`config.mk`:
```
export PLATFORM = sky130hd
export DESIGN_NAME = tuner_cpu_sequencer_timer
export DESIGN_NICKNAME = d
export VERILOG_FILES = /design/src/logic/tuner_cpu_sequencer_timer.v /design/src/logic/seq_stack.v /design/src/logic/seq_data_ram.v
export VERILOG_INCLUDE_DIRS = /design/src /design/src/logic
export SDC_FILE = /design/constraint.sdc
export NUM_CORES = 1
export LEC_CHECK = 0
export BUFFER_PORTS_ARGS = -buffer_cell sky130_fd_sc_hd__buf_2
export CORE_UTILIZATION = 31
export CTS_CLUSTER_DIAMETER = 30
export DETAILED_ROUTE_END_ITERATION = 8
export GPL_TIMING_DRIVEN = 0
export HOLD_SLACK_MARGIN = 0.03
export PLACE_DENSITY_LB_ADDON = 0.15
export SETUP_SLACK_MARGIN = 0.15
export SLEW_MARGIN = 5
export SYNTH_ARGS = -nofsm -noshare
export SYNTH_HDL_FRONTEND = slang
export SYNTH_SLANG_ARGS = --single-unit
```
`constraint.sdc`:
```
create_clock -name ref_clk_i -period 13 [get_ports ref_clk_i]
set_input_delay 1.95 -clock ref_clk_i [delete_from_list [all_inputs] [get_ports ref_clk_i]]
set_output_delay 1.95 -clock ref_clk_i [all_outputs]
set_load 0.005 [all_outputs]
```
`src/logic/tuner_seq_defines.vh`:
```
// Constants for the tuning controller sequencing core
// Functional notes
// - The 11-bit instruction address counter steps by one per executed instruction.
// - Branch and call load the counter with the operand target address.
// - Skip instructions advance normally; a true skip turns the next one into a no-op.
// - An accepted interrupt forces the counter to address 1.
// - Three 12-bit stack entries: return address plus interrupt skip decision.
// - Both return instructions pop the top entry into the counter.
// - Program store is 16 bits by 1,526 words, addresses 000H to 5F5H.
// - Page zero spans 000H-3FFH, page one spans 400H-5F5H.
// - Calls can only target page zero; returns may sit in either page.
// - Branch code 06 targets page zero, 02 targets page one relative to 400H.
// - Data memory is 64 words of 4 bits; 00H-0FH are general registers.
// - Divide ratio uses words 00H, 10H, 20H, 30H plus a register's top bit.
// - Reference select word, not the extra-bit word, loads with divide bits at once.
// - Upper two bits of word 1FH set port A pin directions.
// - Timer flag set every 125 ms, cleared only by the timer test, which reports it.
// - Power-on clears the timer flag; halt or rising chip enable sets it.
// - Power-on starts at 0 with flag clear; periodic set blocked until first timer test.
// - Rising chip enable restarts at 0 when the flag next sets.
// - A timer test coinciding with a set keeps restart pending until next set.
// - Rising chip enable resets, restarts at zero and returns ports to input.
`ifndef TUNER_SEQ_DEFINES_VH
`define TUNER_SEQ_DEFINES_VH

`define REF_CLK_HZ      20000000
`define TIMER_TICK_MS   125
`define TIMER_TICK_CYC  (`TIMER_TICK_MS * (`REF_CLK_HZ / 1000))

`define PC_W            11
`define PROG_LAST       11'h5f5
`define PAGE_ONE_BIT    10
`define INT_VECTOR      11'h001
`define RESET_VECTOR    11'h000

`define STACK_DEPTH     3
`define STACK_W         12
`define STACK_SKIP_BIT  11

`define RAM_WORDS       64
`define RAM_AW          6
`define RAM_DW          4
`define N_WORD0         6'h00
`define N_WORD1         6'h10
`define N_WORD2         6'h20
`define N_WORD3         6'h30
`define PORT_A_DIR_ADDR 6'h1f
`define PORT_A_DIR_HI   3
`define PORT_A_DIR_LO   2

`define OP_ADS          4'h1
`define OP_BRANCH_P1    4'h2
`define OP_CALL         4'h3
`define OP_RET          4'h4
`define OP_RET_SKIP     4'h5
`define OP_BRANCH_P0    4'h6
`define OP_TMT          4'h7
`define OP_TTM          4'h8
`define OP_HALT         4'h9
`define OP_PLL          4'ha
`define OP_LOAD         4'hb

`define REG_CTRL        4'h0
`define REG_PC          4'h1
`define REG_STATUS      4'h2
`define REG_PLL_DIV     4'h3
`define REG_PLL_REF     4'h4
`define CTRL_RESET      3'h1
`define CTRL_RUN_BIT    0
`define CTRL_PORTB_BIT  1
`define CTRL_INTEN_BIT  2

`endif

```
`src/logic/tuner_cpu_sequencer_timer.v`:
```
// Program sequencer, stack, data memory map and timer flag of the tuning controller
//
// Local design decisions: the register addresses and strobed register access.
`timescale 1ns/10ps
`include "tuner_seq_defines.vh"
module tuner_cpu_sequencer_timer #(
  parameter TICK_CYCLES = `TIMER_TICK_CYC
) (
  input  wire        ref_clk_i,
  input  wire        rst_n_i,
  input  wire        clk_en_i,
  input  wire        chip_enable_pin_i,
  input  wire        int_req_i,
  input  wire [15:0] prog_data_i,
  input  wire [3:0]  reg_addr_i,
  input  wire [31:0] reg_wdata_i,
  input  wire        reg_wr_i,
  input  wire        reg_rd_i,
  output reg  [31:0] reg_rdata_o,
  output reg  [10:0] prog_addr_o,
  output reg         int_ack_o,
  output reg  [16:0] pll_divide_o,
  output reg  [3:0]  pll_ref_sel_o,
  output reg         pll_load_o,
  output reg  [1:0]  port_a_dir_o,
  output reg         port_b_out_en_o,
  output reg         timer_flag_o,
  output reg         halted_o
);
  localparam S_ADDR = 2'd0;
  localparam S_DEC  = 2'd1;
  localparam S_EXEC = 2'd2;
  localparam S_PLL  = 2'd3;

  reg  [1:0]  state;
  reg  [15:0] instr;
  reg         skip_next;
  reg         set_enable;
  reg         ce_pending;
  reg         wrap_fault;
  reg  [2:0]  ctrl;
  reg  [2:0]  pll_step;
  reg  [15:0] n_words;
  reg         nf_bit;
  reg  [3:0]  cw_word;
  reg  [22:0] tick_cnt;
  reg         ce_s1;
  reg         ce_s2;
  reg         ce_s3;

  wire [10:0] instruction_address_counter;
  wire [3:0]  op;
  wire [3:0]  ram_rdata;
  wire [11:0] stack_top;
  wire [1:0]  stack_depth;
  wire        run;
  wire        tick;
  wire        ce_rise;
  wire        in_exec;
  wire [10:0] seq_pc;
  wire [4:0]  ads_sum;

  reg  [5:0]  ram_rd_addr;
  reg  [10:0] next_target;
  reg         next_skip;
  reg         do_push;
  reg         do_pop;
  reg  [11:0] push_data;
  reg         ram_we;
  reg  [5:0]  ram_waddr;
  reg  [3:0]  ram_wdata;
  reg         take_int;
  reg         ttm_clear;
  reg         halt_set;
  reg         go_halt;
  reg         go_pll;
  reg         restart;

  assign instruction_address_counter = prog_addr_o;
  assign op      = instr[15:12];
  assign run     = ctrl[`CTRL_RUN_BIT];
  assign in_exec = run && !halted_o && state == S_EXEC;
  assign tick    = tick_cnt == TICK_CYCLES - 1;
  assign ce_rise = ce_s2 && !ce_s3;
  assign ads_sum = {1'b0, ram_rdata} + {1'b0, instr[9:6]};
  // Fetch past the last program word wraps to the start
  assign seq_pc  = (instruction_address_counter == `PROG_LAST) ? `RESET_VECTOR :
                   instruction_address_counter + 11'h001;

  seq_stack #(
    .DEPTH(`STACK_DEPTH),
    .WIDTH(`STACK_W)
  ) u_stack (
    .ref_clk_i  (ref_clk_i),
    .rst_n_i    (rst_n_i),
    .en_i       (clk_en_i),
    .push_i     (do_push),
    .pop_i      (do_pop),
    .push_data_i(push_data),
    .top_o      (stack_top),
    .depth_o    (stack_depth)
  );

  seq_data_ram #(
    .WORDS(`RAM_WORDS),
    .AW   (`RAM_AW),
    .DW   (`RAM_DW)
  ) u_ram (
    .ref_clk_i(ref_clk_i),
    .rst_n_i  (rst_n_i),
    .en_i     (clk_en_i),
    .rd_addr_i(ram_rd_addr),
    .wr_en_i  (ram_we),
    .wr_addr_i(ram_waddr),
    .wr_data_i(ram_wdata),
    .rd_data_o(ram_rdata)
  );

  // Divide-ratio gather order, then reference select word
  always @* begin
    ram_rd_addr = prog_data_i[5:0];
    if (state == S_PLL) begin
      case (pll_step)
        3'd0:    ram_rd_addr = `N_WORD0;
        3'd1:    ram_rd_addr = `N_WORD1;
        3'd2:    ram_rd_addr = `N_WORD2;
        3'd3:    ram_rd_addr = `N_WORD3;
        3'd4:    ram_rd_addr = {2'b00, instr[3:0]};
        default: ram_rd_addr = instr[9:4];
      endcase
    end
  end

  // Execute-stage decisions
  always @* begin
    next_target = seq_pc;
    next_skip   = 1'b0;
    do_push     = 1'b0;
    do_pop      = 1'b0;
    push_data   = {1'b0, seq_pc};
    ram_we      = 1'b0;
    ram_waddr   = instr[5:0];
    ram_wdata   = instr[9:6];
    take_int    = 1'b0;
    ttm_clear   = 1'b0;
    halt_set    = 1'b0;
    go_halt     = 1'b0;
    go_pll      = 1'b0;
    if (in_exec && !skip_next) begin
      case (op)
        `OP_ADS: begin
          ram_we    = 1'b1;
          ram_wdata = ads_sum[3:0];
          next_skip = ads_sum[4];
        end
        `OP_BRANCH_P0: next_target = {1'b0, instr[9:0]};
        `OP_BRANCH_P1: next_target = {1'b1, instr[9:0]};
        `OP_CALL: begin
          do_push     = 1'b1;
          next_target = {1'b0, instr[9:0]};
        end
        `OP_RET: begin
          do_pop      = 1'b1;
          next_target = stack_top[10:0];
          next_skip   = stack_top[`STACK_SKIP_BIT];
        end
        `OP_RET_SKIP: begin
          do_pop      = 1'b1;
          next_target = stack_top[10:0];
          next_skip   = 1'b1;
        end
        `OP_TMT: next_skip = (ram_rdata & instr[9:6]) == instr[9:6];
        `OP_TTM: begin
          ttm_clear = 1'b1;
          next_skip = timer_flag_o;
        end
        `OP_HALT: begin
          halt_set = 1'b1;
          go_halt  = !ce_s2;
        end
        `OP_PLL: go_pll = 1'b1;
        `OP_LOAD: ram_we = 1'b1;
        default: next_target = seq_pc;
      endcase
    end
    // Interrupt saves the flow that would have followed, skip decision included
    if (in_exec && int_req_i && ctrl[`CTRL_INTEN_BIT] && !do_push && !do_pop &&
        !go_pll && !go_halt) begin
      take_int  = 1'b1;
      do_push   = 1'b1;
      push_data = {next_skip, next_target};
    end
  end

  // Clear wins over a coinciding tick, so the restart waits another period
  always @* begin
    restart = ce_pending && tick && !ttm_clear;
  end

  // Chip enable pin synchroniser and edge detect
  always @(posedge ref_clk_i or negedge rst_n_i) begin
    if (!rst_n_i) begin
      ce_s1 <= 1'b0;
      ce_s2 <= 1'b0;
      ce_s3 <= 1'b0;
    end else if (clk_en_i) begin
      ce_s1 <= chip_enable_pin_i;
      ce_s2 <= ce_s1;
      ce_s3 <= ce_s2;
    end
  end

  // Periodic tick divider
  always @(posedge ref_clk_i or negedge rst_n_i) begin
    if (!rst_n_i) begin
      tick_cnt <= 23'h00_0000;
    end else if (clk_en_i) begin
      if (tick) begin
        tick_cnt <= 23'h00_0000;
      end else begin
        tick_cnt <= tick_cnt + 23'h00_0001;
      end
    end
  end

  // Timer flag and restart bookkeeping
  always @(posedge ref_clk_i or negedge rst_n_i) begin
    if (!rst_n_i) begin
      timer_flag_o <= 1'b0;
      set_enable   <= 1'b0;
      ce_pending   <= 1'b0;
    end else if (clk_en_i) begin
      if (ttm_clear) begin
        timer_flag_o <= 1'b0;
        set_enable   <= 1'b1;
      end else if (halt_set) begin
        timer_flag_o <= 1'b1;
      end else if (tick && (set_enable || ce_pending)) begin
        timer_flag_o <= 1'b1;
      end
      if (ce_rise) begin
        ce_pending <= 1'b1;
      end else if (restart) begin
        ce_pending <= 1'b0;
      end
    end
  end

  // Sequencer
  always @(posedge ref_clk_i or negedge rst_n_i) begin
    if (!rst_n_i) begin
      state        <= S_ADDR;
      prog_addr_o  <= `RESET_VECTOR;
      instr        <= 16'h0000;
      skip_next    <= 1'b0;
      halted_o     <= 1'b0;
      int_ack_o    <= 1'b0;
      wrap_fault   <= 1'b0;
      pll_step     <= 3'd0;
      n_words      <= 16'h0000;
      nf_bit       <= 1'b0;
      cw_word      <= 4'h0;
      pll_divide_o <= 17'h0_0000;
      pll_ref_sel_o <= 4'h0;
      pll_load_o   <= 1'b0;
    end else if (clk_en_i) begin
      int_ack_o  <= 1'b0;
      pll_load_o <= 1'b0;
      if (restart) begin
        state       <= S_ADDR;
        prog_addr_o <= `RESET_VECTOR;
        skip_next   <= 1'b0;
        halted_o    <= 1'b0;
      end else if (run && !halted_o) begin
        case (state)
          S_ADDR: state <= S_DEC;
          S_DEC: begin
            instr <= prog_data_i;
            state <= S_EXEC;
          end
          S_EXEC: begin
            if (take_int) begin
              prog_addr_o <= `INT_VECTOR;
              skip_next   <= 1'b0;
              int_ack_o   <= 1'b1;
              state       <= S_ADDR;
            end else if (go_pll) begin
              pll_step <= 3'd0;
              state    <= S_PLL;
            end else begin
              prog_addr_o <= next_target;
              skip_next   <= next_skip;
              halted_o    <= go_halt;
              state       <= S_ADDR;
              if (instruction_address_counter == `PROG_LAST && next_target == seq_pc) begin
                wrap_fault <= 1'b1;
              end
            end
          end
          S_PLL: begin
            pll_step <= pll_step + 3'd1;
            case (pll_step)
              3'd1: n_words[3:0]   <= ram_rdata;
              3'd2: n_words[7:4]   <= ram_rdata;
              3'd3: n_words[11:8]  <= ram_rdata;
              3'd4: n_words[15:12] <= ram_rdata;
              3'd5: nf_bit         <= ram_rdata[3];
              default: cw_word     <= ram_rdata;
            endcase
            if (pll_step == 3'd6) begin
              pll_divide_o <= {n_words, nf_bit};
              // Select word sharing the extra-bit word is not taken
              if (instr[9:4] != {2'b00, instr[3:0]}) begin
                pll_ref_sel_o <= ram_rdata;
              end
              pll_load_o  <= 1'b1;
              prog_addr_o <= seq_pc;
              state       <= S_ADDR;
            end
          end
          default: state <= S_ADDR;
        endcase
      end
    end
  end

  // Port direction words
  always @(posedge ref_clk_i or negedge rst_n_i) begin
    if (!rst_n_i) begin
      port_a_dir_o    <= 2'b00;
      port_b_out_en_o <= 1'b0;
      ctrl            <= `CTRL_RESET;
    end else if (clk_en_i) begin
      if (restart) begin
        port_a_dir_o    <= 2'b00;
        port_b_out_en_o <= 1'b0;
      end else begin
        if (ram_we && ram_waddr == `PORT_A_DIR_ADDR) begin
          port_a_dir_o <= ram_wdata[`PORT_A_DIR_HI:`PORT_A_DIR_LO];
        end
        if (reg_wr_i && reg_addr_i == `REG_CTRL) begin
          port_b_out_en_o <= reg_wdata_i[`CTRL_PORTB_BIT];
        end
      end
      if (reg_wr_i && reg_addr_i == `REG_CTRL) begin
        ctrl <= reg_wdata_i[2:0];
      end
    end
  end

  // Register read port, data one cycle after the strobe
  always @(posedge ref_clk_i or negedge rst_n_i) begin
    if (!rst_n_i) begin
      reg_rdata_o <= 32'h0000_0000;
    end else if (clk_en_i) begin
      reg_rdata_o <= 32'h0000_0000;
      if (reg_rd_i) begin
        case (reg_addr_i)
          `REG_CTRL:    reg_rdata_o <= {29'h0000_0000, port_b_out_en_o, ctrl[2], ctrl[0]};
          `REG_PC:      reg_rdata_o <= {21'h00_0000, instruction_address_counter};
          `REG_STATUS:  reg_rdata_o <= {25'h000_0000, stack_depth, wrap_fault, ce_pending,
                                        halted_o, set_enable, timer_flag_o};
          `REG_PLL_DIV: reg_rdata_o <= {15'h0000, pll_divide_o};
          `REG_PLL_REF: reg_rdata_o <= {28'h000_0000, pll_ref_sel_o};
          default:      reg_rdata_o <= 32'h0000_0000;
        endcase
      end
    end
  end
endmodule

```
`src/logic/seq_stack.v`:
```
// Three-level return stack, top entry at index 0
`timescale 1ns/10ps
module seq_stack #(
  parameter DEPTH = 3,
  parameter WIDTH = 12
) (
  input  wire             ref_clk_i,
  input  wire             rst_n_i,
  input  wire             en_i,
  input  wire             push_i,
  input  wire             pop_i,
  input  wire [WIDTH-1:0] push_data_i,
  output wire [WIDTH-1:0] top_o,
  output reg  [1:0]       depth_o
);
  wire [WIDTH-1:0] entry [0:DEPTH];
  assign entry[DEPTH] = {WIDTH{1'b0}};
  assign top_o = entry[0];

  genvar g;
  generate
    for (g = 0; g < DEPTH; g = g + 1) begin : lvl
      reg  [WIDTH-1:0] slot;
      wire [WIDTH-1:0] upper;
      assign entry[g] = slot;
      // Push source: new word at the top, the level above elsewhere
      if (g == 0) begin : head
        assign upper = push_data_i;
      end else begin : body
        assign upper = entry[g-1];
      end
      always @(posedge ref_clk_i or negedge rst_n_i) begin
        if (!rst_n_i) begin
          slot <= {WIDTH{1'b0}};
        end else if (en_i && push_i) begin
          slot <= upper;
        end else if (en_i && pop_i) begin
          slot <= entry[g+1];
        end
      end
    end
  endgenerate

  always @(posedge ref_clk_i or negedge rst_n_i) begin
    if (!rst_n_i) begin
      depth_o <= 2'h0;
    end else if (en_i && push_i && depth_o != DEPTH) begin
      depth_o <= depth_o + 2'h1;
    end else if (en_i && pop_i && depth_o != 2'h0) begin
      depth_o <= depth_o - 2'h1;
    end
  end
endmodule

```
`src/logic/seq_data_ram.v`:
```
// Data memory, one write port and one registered read port
`timescale 1ns/10ps
module seq_data_ram #(
  parameter WORDS = 64,
  parameter AW    = 6,
  parameter DW    = 4
) (
  input  wire          ref_clk_i,
  input  wire          rst_n_i,
  input  wire          en_i,
  input  wire [AW-1:0] rd_addr_i,
  input  wire          wr_en_i,
  input  wire [AW-1:0] wr_addr_i,
  input  wire [DW-1:0] wr_data_i,
  output reg  [DW-1:0] rd_data_o
);
  reg [DW-1:0] mem [0:WORDS-1];

  always @(posedge ref_clk_i) begin
    if (en_i && wr_en_i) begin
      mem[wr_addr_i] <= wr_data_i;
    end
  end

  always @(posedge ref_clk_i or negedge rst_n_i) begin
    if (!rst_n_i) begin
      rd_data_o <= {DW{1'b0}};
    end else if (en_i) begin
      rd_data_o <= mem[rd_addr_i];
    end
  end
endmodule

```
==> results of run 1 <==
[flip-flops by register name, indices dropped and copies added (netlist names), 2 cells and up]
name / flops
ctrl: 2
instr: 14
n_words: 16
pll_divide_o: 17
pll_ref_sel_o: 4
pll_step: 3
port_a_dir_o: 2
prog_addr_o: 11
reg_rdata_o: 17
state: 2
tick_cnt: 23
u_ram.mem: 256
u_ram.rd_data_o: 4
u_stack.depth_o: 2
u_stack.lvl.slot: 24
u_stack.top_o: 12
[power by group through the flow]
| stage | logic, mW | registers [mW] | clock network [mW] |
|---|---|---|---|
| 6_report | 1.03 | 1.74 | 2.64 |
| 5_1_grt | 1.12 | 1.75 | 2.75 |
| 4_1_cts | 1.03 | 1.74 | 2.68 |
| 3_5_place_dp | 1.02 | 1.76 | 0 |
| 3_3_place_gp | 0.953 | 1.79 | 0 |
| 2_1_floorplan | 0.610 | 1.72 | 0 |
[per-stage QoR]
step	hold slack (ns)	worst slack, ns	cells	utilization
3_3_place_gp	0.435	3.45	2540	0.339
3_5_place_dp	0.446	7.96	2547	0.342
4_1_cts	0.460	8.58	2741	0.402
2_1_floorplan	0.421	8.47	1678	-
6_report	0.457	8.55	2741	0.402
5_1_grt	0.483	8.47	2741	0.402
[routing by layer]
metal  wire, µm  vias up  global-route usage
met4       1700        0              0.0673
met3       3460      114              0.0402
met1      27400     7176               0.260
li1           -     6564                   -
met5          0        -                   0
met2      28300      473               0.315
[worst max path at each step]
| stage | slack [ns] | depth (start not counted) | to | startpoint |
|---|---|---|---|---|
| finish | 8.55 | 11 | u_ram.rd_data_o[2]$_DFFE_PN0P_ | prog_data_i[0] |
| detailed placement | 7.96 | 10 | u_ram.rd_data_o[3]$_DFFE_PN0P_ | prog_data_i[0] |
| global placement | 3.45 | 4 | u_ram.mem[61][1]$_DFFE_PP_ | ctrl[0]$_DFFE_PN1P_ |
| CTS | 8.58 | 11 | u_ram.rd_data_o[2]$_DFFE_PN0P_ | prog_data_i[0] |
| floorplan | 8.47 | 4 | u_ram.mem[0][0]$_DFFE_PP_ | ctrl[0]$_DFFE_PN1P_ |
| global route | 8.47 | 10 | u_ram.rd_data_o[0]$_DFFE_PN0P_ | prog_data_i[0] |
[cell type report]
cell class,instances,share of cell area
well taps,782,0.0402
clock inverters,71,0.0355
multi-input cells,1115,0.276
repair buffers,87,0.0235
inverters,31,0.00478
plain buffers,110,0.0203
clock buffers,123,0.113
flip-flops and latches,422,0.486
[cells in the final DEF (no fill, tap or decap), drive strengths merged, types with 6 or more instances in the layout]
master and n:
clkbuf 190, conb 15, a22o 23, o31ai 14, a221o 7, mux2i 45
nand2 289, clkinv 35, edfxtp 256, clkinvlp 14, nand4 12, xnor2 24
or2 6, nor2 152, and3 23, inv 36, o21ai 68, dfrtp 165
a31oi 39, nand3 102, nor4 9, a22oi 17, ha 16, bufinv 17
nor3 9, a21oi 32, a221oi 8, a311oi 7, buf 130, a32oi 34
mux2 46, nand2b 7, xor2 12, o2bb2ai 12, o22ai 10, a211oi 9
[cells by family (layout without fill, tap and decap cells)]
logic type      count (synthesis)  in the layout  share of synthesized area
fa+ha+maj                      17             17                     0.0115
other cells                     1             15                   0.000196
mux                            91             91                     0.0507
buf+inv                       141            422                     0.0320
xor+xnor                       36             36                     0.0165
compound gates                318            318                      0.121
simple gates                  638            638                      0.149
flops                         422            422                      0.620
[critical path, cell delays in order]
cell and delay [ns]:
sky130_fd_sc_hd__buf_2 0.13, sky130_fd_sc_hd__a21boi_0 0.56, sky130_fd_sc_hd__a21oi_1 0.30, sky130_fd_sc_hd__nand2_1 0.26, sky130_fd_sc_hd__buf_2 0.29, sky130_fd_sc_hd__buf_1 0.61
sky130_fd_sc_hd__nand2_1 0.13, sky130_fd_sc_hd__nand3_1 0.16, sky130_fd_sc_hd__o2111ai_1 0.14, sky130_fd_sc_hd__a21o_1 0.24, sky130_fd_sc_hd__a31oi_1 0.20
==> run summary, run 1 <==
The register share of total power is 0.321. The leakage power summed over all cells came out at 9.66 nW. The die boundary width came out at 250 µm.

The switching power came out at 1.62 mW. The initial core utilization is 0.315. The number of cells upsized or downsized after cts came out at 0. The number of antenna repair diodes is 0. The clock skew is 0.0198 ns.

The worst reg2reg path endpoint is u_ram.rd_data_o[3]$_DFFE_PN0P_. The pin count of the biggest net entering global routing came out at 112. The die outline height came out at 250 µm. The clock power share came out at 0.489. The number of cells traversed by the worst register-to-register path came out at 11.

The tree built by TritonCTS fans out to 422 sinks. Sorting the synthesized cells by area gives the leading types as sky130_fd_sc_hd__edfxtp_1, sky130_fd_sc_hd__dfrtp_1, sky130_fd_sc_hd__nand2_1, sky130_fd_sc_hd__nor2_1, sky130_fd_sc_hd__nand3_1. The overall track demand over capacity in global routing came out at 0.195.

The layout cell share with drive strength beyond 1 came out at 0.182. The fraction of registers with async set/reset came out at 0.393. Of the post-synthesis cell area, the dominant cell type holds 0.402. In this run the cell area measured after placement is 20700 µm². The total number of nets in the final design is 1946.

Measured against its own limit, the worst slew margin works out to 0.299. For flop-to-flop paths, the worst setup slack is 8.90 ns. After the first detailed-routing iteration, the DRC count stood at 1079. The portion of total power attributed to combinational logic is 0.190. The synthesis warning total came out at 0. The final routed wirelength across all metal layers is 60800 µm. The critical path required time is 13.53 ns. Setup repair after global routing left no endpoint under its margin. The number of buffers added on ports is 80. For this block, the via count after detailed routing is 14.3k. The post-synthesis instance total came out at 1664. The mapped cell area came out at 19100 µm². The worst setup path is captured at a register.

The maximum frequency from static timing analysis came out at 225 MHz. The TritonCTS buffer count came out at 103. The peak supply drop came out at 120 µV.

In this run the worst path has a maximum fanout of 10. The startpoint identified for the worst hold timing path is ce_s3$_DFFE_PN0P_. The clock insertion delay at the later pin of the skew report is 0.64 ns. The clock period could shrink to 4.45 ns.

The power per unit of standard cell area is 222 nW/µm². The count of fill cells added during filler insertion is 5829. Routability-driven placement finished with a final weighted congestion of 0.850. Counting flops with a built-in enable in the synthesized netlist gives 256. Dividing the detail-routed wire length by the instance count gives 22.2 µm. The I/O pin count is 130. The commonest cells after synthesis are sky130_fd_sc_hd__nand2_1, sky130_fd_sc_hd__edfxtp_1, sky130_fd_sc_hd__dfrtp_1. Of the available clock period, the critical path in the final layout requires 0.342. After clock tree synthesis, the setup repair step added 0 buffers. The floorplan row count came out at 90.

The count of distinct cell types in the synthesized netlist is 75. The first global-routing pass estimated 91800 µm of wire. Summed over all failing endpoints, the final setup total negative slack is 0 ns. The number of remaining DRC errors came out at 0. The floorplan step defined a die boundary enclosing 62600 µm². The number of pins exceeding their max-slew limit in the final report is 0. The max capacitance violation total came out at 0. The worst-case clock buffer depth is 3. Internal power comes to 3.79 mW. Dividing the detail-routed via count by the number of cells gives 5.23. The initial antenna violation count is 0. Among all cell types in the netlist, the one instantiated most often is sky130_fd_sc_hd__nand2_1. The sequential fraction of the synthesis area is 0.620. The worst hold path cell count is 1. Averaged over all synthesized cells, the footprint is 11.5 µm².

The worst setup path is of the input pin to register kind. The tightest min-delay check is of the register to register type. For the pin with the worst max-slew slack, the measured transition is 1.05 ns.

The number of hold buffers added after cts came out at 0. The flow ran to the end, and the final reports show no timing, DRC or antenna violations. The number of synthesized register bits is 422. The switching fraction of total power is 0.299. The growth of design area from synthesis to finish came out at 27.5%. The area used by sequential logic in the layout came out at 11800 µm². The post-route standard cell area excluding fillers came out at 24300 µm². The most area-hungry cell type in the Yosys netlist is sky130_fd_sc_hd__edfxtp_1. The final antenna-violating net count came out at 0. STA puts the critical path data arrival time at 4.98 ns.

The detailed placer's ending HPWL is 42300 µm. The worst hold path terminates at ce_pending$_DFFE_PN0P_. The final hold violation count was 0. STA classifies the critical path startpoint as an input pin. The tree is rooted in a sky130_fd_sc_hd__clkbuf_16. In this run the critical register-to-register path is launched from pll_step[1]$_DFFE_PN0P_. The final setup violation count came out at 0. TritonCTS built the clock tree.

The placeable core region came out at 60600 µm². The aggregate global routing overflow came out at 0. The total power of the final layout came out at 5.40 mW.

The dominant register cell in the synthesized netlist is sky130_fd_sc_hd__edfxtp_1. The number of global-route vias before repair came out at 14.5k. The count of H-tree levels built during CTS is 3. After clock tree synthesis, the clock-pin slew on the worst setup and hold paths is 0.04 ns. The first-pass iteration count of the detailed router is 5.

In the final layout, the multi-input gates occupy 6730 µm².
No activity file was read; power rests on OpenSTA's default activity.
==> inputs of run 2 (changes only) <==
clock period = 4.2 ns   (was 13 ns; I/O delays follow)
==> run summary, run 2 (same netlist as run 1, synthesis figures left out) <==
The CTS tree is built. The flip-flop count of the largest register, all copies and words added came out at 256. The master cell of the clock root buffer is sky130_fd_sc_hd__clkbuf_16.

Subtracting the final worst setup slack from the clock period gives 3.95 ns. The worst register-to-register path begins at pll_step[0]$_DFFE_PN0P_. The starting DRC count in detailed routing is 1092. Leaving out fill and tap cells, the most frequent cell in the layout is sky130_fd_sc_hd__nand2_1. The overall via count from detail_route is 14.3k.

The growth of design area from synthesis to finish came out at 27.6%. Once placement completed, the tool counted placed cells totaling 2547. The leakage power summed over all cells is 9.67 nW.

The worst pin sits at a relative slew slack of 0.418. At the end of routability-driven placement, the weighted congestion stood at 0.850. The die outline height came out at 250 µm. The aggregate global routing overflow is 0. The startpoint type of the worst setup path is a register.

The maximum frequency from static timing analysis is 253 MHz. The final routed wirelength across all metal layers is 60900 µm. Setup repair after global routing could not meet its margin everywhere.

Dividing the final minimum period by the clock period gives 0.942. Data on the critical path is required at its endpoint by 4.70 ns. The measured slew at the worst slew-check pin came out at 0.868 ns. The total number of nets in the final design is 1947.

The number of buffers added on ports came out at 80. The initial antenna violation count is 0. The worst hold path cell count came out at 2. The post-detailed-placement cell area came out at 20700 µm². The clock reaches the later pin of the worst-skew pair after 0.64 ns. The final setup violation count is 0. The via count normalized by instance count is 5.21. The switching fraction of total power is 0.299. The clock power share is 0.489. The largest registers in the layout are u_ram.mem (256), u_stack.lvl.slot (24), tick_cnt (23).

The pin count of the biggest net entering global routing is 112. The setup slack of the most critical reg-to-reg path is 0.25 ns. The worst path arrival time came out at 4.45 ns.

The peak supply drop is 372 µV. The placeable core region is 60600 µm². The startpoint of the lowest-slack hold path is prog_data_i[6].

The overall track demand over capacity in global routing came out at 0.195. The switching power came out at 5.00 mW. The floorplan row count is 90. The first global-routing pass estimated 91800 µm of wire. The run finished with clean final reports. The clock-pin transition on the worst setup and hold timing paths is 0.04 ns. The worst hold path belongs to the class input pin to register.

Once the clock tree was built, the setup fixing pass inserted 0 buffers. The final standard cell utilization of the core is 0.402. The count of H-tree levels built during CTS is 3.

The path with the worst hold slack has its endpoint at instr[6]$_DFFE_PN0P_. The power per unit of standard cell area came out at 686 nW/µm². Across the run, the number of max-cap violations was 0.

The portion of total power attributed to combinational logic is 0.190. Dividing the detail-routed wire length by the instance count gives 22.2 µm. The final hold violation count came to 0. In this run the critical register-to-register path is captured at u_ram.rd_data_o[3]$_DFFE_PN0P_. The library cells used most frequently in the layout, excluding fill and tap cells, are sky130_fd_sc_hd__nand2_1, sky130_fd_sc_hd__edfxtp_1, sky130_fd_sc_hd__dfrtp_1.

The cell with the largest stage delay on the worst path is sky130_fd_sc_hd__or4_1. The die boundary width is 250 µm. The worst-case clock buffer depth came out at 3. The family of cells with the greatest summed delay on the critical path is simple AND/OR/NAND/NOR gates. The internal portion of the total power is 11.7 mW. The detailed placer's ending HPWL is 42300 µm. After detailed routing, the number of remaining DRC violations is 0. The number of global-route vias before repair is 14.5k. The clock skew came out at 0.0203 ns. The number of buffer and inverter stages on the critical path came out at 3. For this design, the sink count on the clock tree is 422. In the final layout, the share of cells above drive strength 1 is 0.185. More flip-flops sit in one register than any other, and that register is u_ram.mem.

The die footprint came out at 62600 µm². The I/O pin count is 130. Across all hold checks on the routed design, the worst slack comes to 0.221 ns. The first-pass iteration count of the detailed router is 7. The setup slack after placement came out at 0.168 ns.

The post-route standard cell area excluding fillers came out at 24400 µm². The TritonCTS buffer count came out at 103. In the post-route analysis, the smallest setup slack over all paths is 0.245 ns.

The number of pins exceeding their max-slew limit in the final report came out at 0. Traced cell by cell, the critical path runs through inv_1 > ha_1 > or4_1 > buf_2 > nand2_1 > a21oi_1 > nor2_2 > buf_2 > a32oi_1 > and3_1 > nor4_2 > a211oi_2. The initial core utilization is 0.315. The number of cells traversed by the worst register-to-register path came out at 12. Among the stages of the critical path, the cell type that occurs most often is sky130_fd_sc_hd__buf_2. The path type of the worst setup path is register to register. The register share of total power is 0.321.

The post-layout instance count excluding filler cells came out at 2742. The number of antenna repair diodes is 0. The largest single stage delay on the critical path is 0.54 ns. The maximum net fanout on the critical path is 10. The worst setup path is captured at a register.

The detail route stage leaves a number of antenna-violating nets equal to 0.
==> run 2: repair_timing <==
action                                 4_1_cts  5_1_grt
hold buffers                                 1        0
setup endpoints to repair                    0        4
endpoints found under the hold margin       55        0
gates resized for setup                      0        7
==> run 2: power groups by stage <==
stage	Combinational [mW]	Sequential (mW)	Clock [mW]
3_3_place_gp	2.95	5.55	0
2_1_floorplan	1.89	5.32	0
3_5_place_dp	3.17	5.43	0
6_report	3.18	5.37	8.18
4_1_cts	3.18	5.37	8.28
5_1_grt	3.46	5.40	8.52
==> run 2: routing by layer <==
layer | up-vias | track usage | part of all wire
met2 | 470 | 0.315 | 0.47
met3 | 113 | 0.0403 | 0.055
met5 | - | 0 | 0
li1 | 6569 | - | -
met4 | 0 | 0.0673 | 0.028
met1 | 7139 | 0.260 | 0.45
==> run 2: cell type report <==
cell class	instances	area, µm²
Clock inverter	71	865
Tap cell	782	978
Fill cell	5827	36200
Clock buffer	123	2750
Timing Repair Buffer	88	583
Inverter	31	116
Multi-Input combinational cell	1115	6740
Buffer	110	497
Sequential cell	422	11800
==> run 2: worst max path at each step <==
stage | cells past startpoint | slack (ns) | end | start
finish | 12 | 0.25 | u_ram.rd_data_o[3]$_DFFE_PN0P_ | pll_step[0]$_DFFE_PN0P_
global route | 12 | 0.14 | u_ram.rd_data_o[3]$_DFFE_PN0P_ | pll_step[0]$_DFFE_PN0P_
CTS | 11 | 0.16 | u_ram.rd_data_o[3]$_DFFE_PN0P_ | pll_step[1]$_DFFE_PN0P_
global placement | 4 | -5.35 | u_ram.mem[61][1]$_DFFE_PP_ | ctrl[0]$_DFFE_PN1P_
detailed placement | 11 | 0.17 | u_ram.rd_data_o[3]$_DFFE_PN0P_ | pll_step[1]$_DFFE_PN0P_
floorplan | 4 | -0.33 | u_ram.mem[0][0]$_DFFE_PP_ | ctrl[0]$_DFFE_PN1P_
==> run 2: metrics by stage <==
stage                     total power, mW  TNS, ns
after floorplan                      7.21   -42.25
after global placement               8.50  -708.38
after detailed placement             8.60        0
after CTS                            16.8        0
after global routing                 17.4        0
final                                16.7        0
==> run 2: worst reg2reg max path, stage by stage, from the launching register on <==
cell	delay (ns)
sky130_fd_sc_hd__dfrtp_1	0.40
sky130_fd_sc_hd__inv_1	0.08
sky130_fd_sc_hd__ha_1	0.28
sky130_fd_sc_hd__or4_1	0.54
sky130_fd_sc_hd__buf_2	0.19
sky130_fd_sc_hd__nand2_1	0.24
sky130_fd_sc_hd__a21oi_1	0.31
sky130_fd_sc_hd__nor2_2	0.43
sky130_fd_sc_hd__buf_2	0.39
sky130_fd_sc_hd__a32oi_1	0.15
sky130_fd_sc_hd__and3_1	0.21
sky130_fd_sc_hd__nor4_2	0.54
sky130_fd_sc_hd__a211oi_2	0.06
==> inputs of run 3 (changes only) <==
CORE_UTILIZATION = 61   (was 31)
==> run summary, run 3 (same netlist as run 1, synthesis figures left out) <==
The final cycle utilization of the critical path is 0.931. The peak supply drop is 475 µV. The via count normalized by instance count came out at 6.40. The max capacitance violation total is 0. The worst slew margin relative to its limit came out at 0.365. In the layout the commonest cells are sky130_fd_sc_hd__nand2_1, sky130_fd_sc_hd__edfxtp_1, sky130_fd_sc_hd__dfrtp_1. The count of H-tree levels built during CTS is 3.

The worst path meets setup with 0.289 ns of slack. The power per unit of standard cell area came out at 663 nW/µm². By startpoint and endpoint, the worst setup path is classified as register to register. The number of placed instances with taps included came out at 2161. The worst-case clock buffer depth is 3.

The detailed placer's ending HPWL came out at 35700 µm. Setup repair after global routing left no endpoint under its margin. In this run the static leakage power is 9.37 nW. The critical path required time came out at 4.65 ns.

The end of the worst hold path is instr[6]$_DFFE_PN0P_. The total number of nets in the final design came out at 1927. The routed length per instance is 23.0 µm. In this run, CTS created clock tree buffers numbering 83. After detailed routing, the number of remaining DRC violations is 0.

The launch point of the worst reg-to-reg path is pll_step[1]$_DFFE_PN0P_. Clock tree synthesis selected as its root buffer the cell sky130_fd_sc_hd__clkbuf_16. The number of buffers inserted to repair setup after CTS is 0. The initial core utilization is 0.623. The maximum net fanout on the critical path came out at 10.

The final antenna-violating net count is 0. The flow ran to the end, and the final reports show no timing, DRC or antenna violations. The final setup TNS is 0 ns. The register name with the most flops is u_ram.mem. The number of global-route vias before repair came out at 14.4k. Prior to clock tree synthesis, the placed netlist has a worst setup slack of 0.337 ns. The worst register-to-register path has a depth of 11.

The layout cell share with drive strength beyond 1 came out at 0.175. The largest registers in the layout are u_ram.mem (256), u_stack.lvl.slot (24), tick_cnt (23). The floorplan step defined a die boundary enclosing 32000 µm².

The number of pins exceeding their max-slew limit in the final report came to 0. In this run the horizontal extent of the chip is 179 µm. The worst hold path cell count came out at 2. The post-detailed-placement cell area is 20300 µm². Before antenna repair, the detailed router went through 7 iterations. Detailed routing inserted a total of 14.8k vias.

The number of buffers added on ports came out at 80. The clock-pin transition on the worst setup and hold timing paths came out at 0.05 ns. The congestion estimate from routability-driven global placement came to 0.936. The clock insertion delay at the later pin of the skew report came out at 0.60 ns. After floorplanning, the core was divided into 64 placement rows.

The final hold violation count is 0. The worst hold slack came out at 0.263 ns. The register with the most flip-flops in the layout has 256 of them. Compared with the post-synthesis result, the final layout area differs by 21.8%. The placeable core region is 30700 µm². The aggregate global routing overflow came out at 0. The leading cell type in the layout, fill and taps excluded is sky130_fd_sc_hd__nand2_1. The first global-routing pass estimated 81400 µm of wire. The starting DRC count in detailed routing came out at 1647. Clock tree synthesis found a total of 422 sinks. The pin count of the biggest net entering global routing came out at 110. The initial antenna violation count is 1. The routed design could run at a clock period as short as 3.91 ns. The setup slack of the most critical reg-to-reg path is 0.29 ns. The measured slew at the worst slew-check pin is 0.952 ns. The post-route standard cell area excluding fillers is 23300 µm². The worst hold path belongs to the class input pin to register. The overall track demand over capacity in global routing came out at 0.340. The I/O pin count is 130. The worst reg2reg path endpoint is u_ram.rd_data_o[1]$_DFFE_PN0P_. The count of fill cells added during filler insertion is 1967. The maximum frequency from static timing analysis came out at 256 MHz. Setup violations remaining at the end of the flow were counted as 0. The worst hold path begins at prog_data_i[6]. The total power of the final layout is 15.4 mW. TritonCTS built the clock tree. Leaving out filler cells and counting taps, the final layout contains 2317.

The die outline height came out at 179 µm. The clock skew is 0.0245 ns. The final standard cell utilization of the core came out at 0.759.

The final routed wirelength across all metal layers came out at 53400 µm. The worst setup path is captured at a register. The startpoint type of the worst setup path is a register. The worst path arrival time came out at 4.36 ns.
[run 3: cell type report]
cell class              count  area, µm²  area share
inverters                  31        116     0.00500
clock buffers              92       2170      0.0934
flip-flops and latches    422      11800       0.509
diodes                      1       2.50    0.000108
multi-input cells        1115       6740       0.290
clock inverters            62        797      0.0343
well taps                 396        495      0.0213
plain buffers             110        495      0.0213
repair buffers             88        598      0.0257
[run 3: power breakdown]
group,switching (mW),internal (mW)
Clock,2.26,4.68
Combinational,2.12,1.02
Sequential,0.320,5.03
[run 3: layer usage]
metal  routed length [µm]  up-vias  GRT usage
li1                     -     6507          -
met3                 4910      196     0.0642
met4                 2400        0      0.182
met2                25200      951      0.544
met5                    0        -          0
met1                20900     7167      0.441
[run 3: worst max-delay path by stage]
stage,start,endpoint,slack (ns),cells past startpoint
floorplan,ctrl[0]$_DFFE_PN1P_,u_ram.mem[0][0]$_DFFE_PP_,-0.33,4
global placement,ctrl[0]$_DFFE_PN1P_,u_ram.mem[61][1]$_DFFE_PP_,-4.24,4
detailed placement,pll_step[0]$_DFFE_PN0P_,u_ram.rd_data_o[1]$_DFFE_PN0P_,0.34,12
CTS,pll_step[0]$_DFFE_PN0P_,u_ram.rd_data_o[3]$_DFFE_PN0P_,0.28,12
global route,pll_step[0]$_DFFE_PN0P_,u_ram.rd_data_o[0]$_DFFE_PN0P_,0.19,12
finish,pll_step[1]$_DFFE_PN0P_,u_ram.rd_data_o[1]$_DFFE_PN0P_,0.29,11
[run 3: what timing repair did]
| action | CTS | global route |
|---|---|---|
| hold endpoints to repair | 57 | 0 |
| hold buffers | 1 | 0 |
| gates resized for setup | 0 | 5 |
| setup endpoints to repair | 0 | 4 |
[run 3: critical path, stage by stage (launching register included)]
cell,delay [ns]
sky130_fd_sc_hd__dfrtp_1,0.42
sky130_fd_sc_hd__inv_1,0.11
sky130_fd_sc_hd__ha_1,0.16
sky130_fd_sc_hd__buf_2,0.20
sky130_fd_sc_hd__nand2b_1,0.24
sky130_fd_sc_hd__nand2_1,0.21
sky130_fd_sc_hd__a21oi_1,0.79
sky130_fd_sc_hd__clkbuf_1,0.56
sky130_fd_sc_hd__a31oi_1,0.20
sky130_fd_sc_hd__and3_1,0.25
sky130_fd_sc_hd__nor4_2,0.54
sky130_fd_sc_hd__a211oi_2,0.07
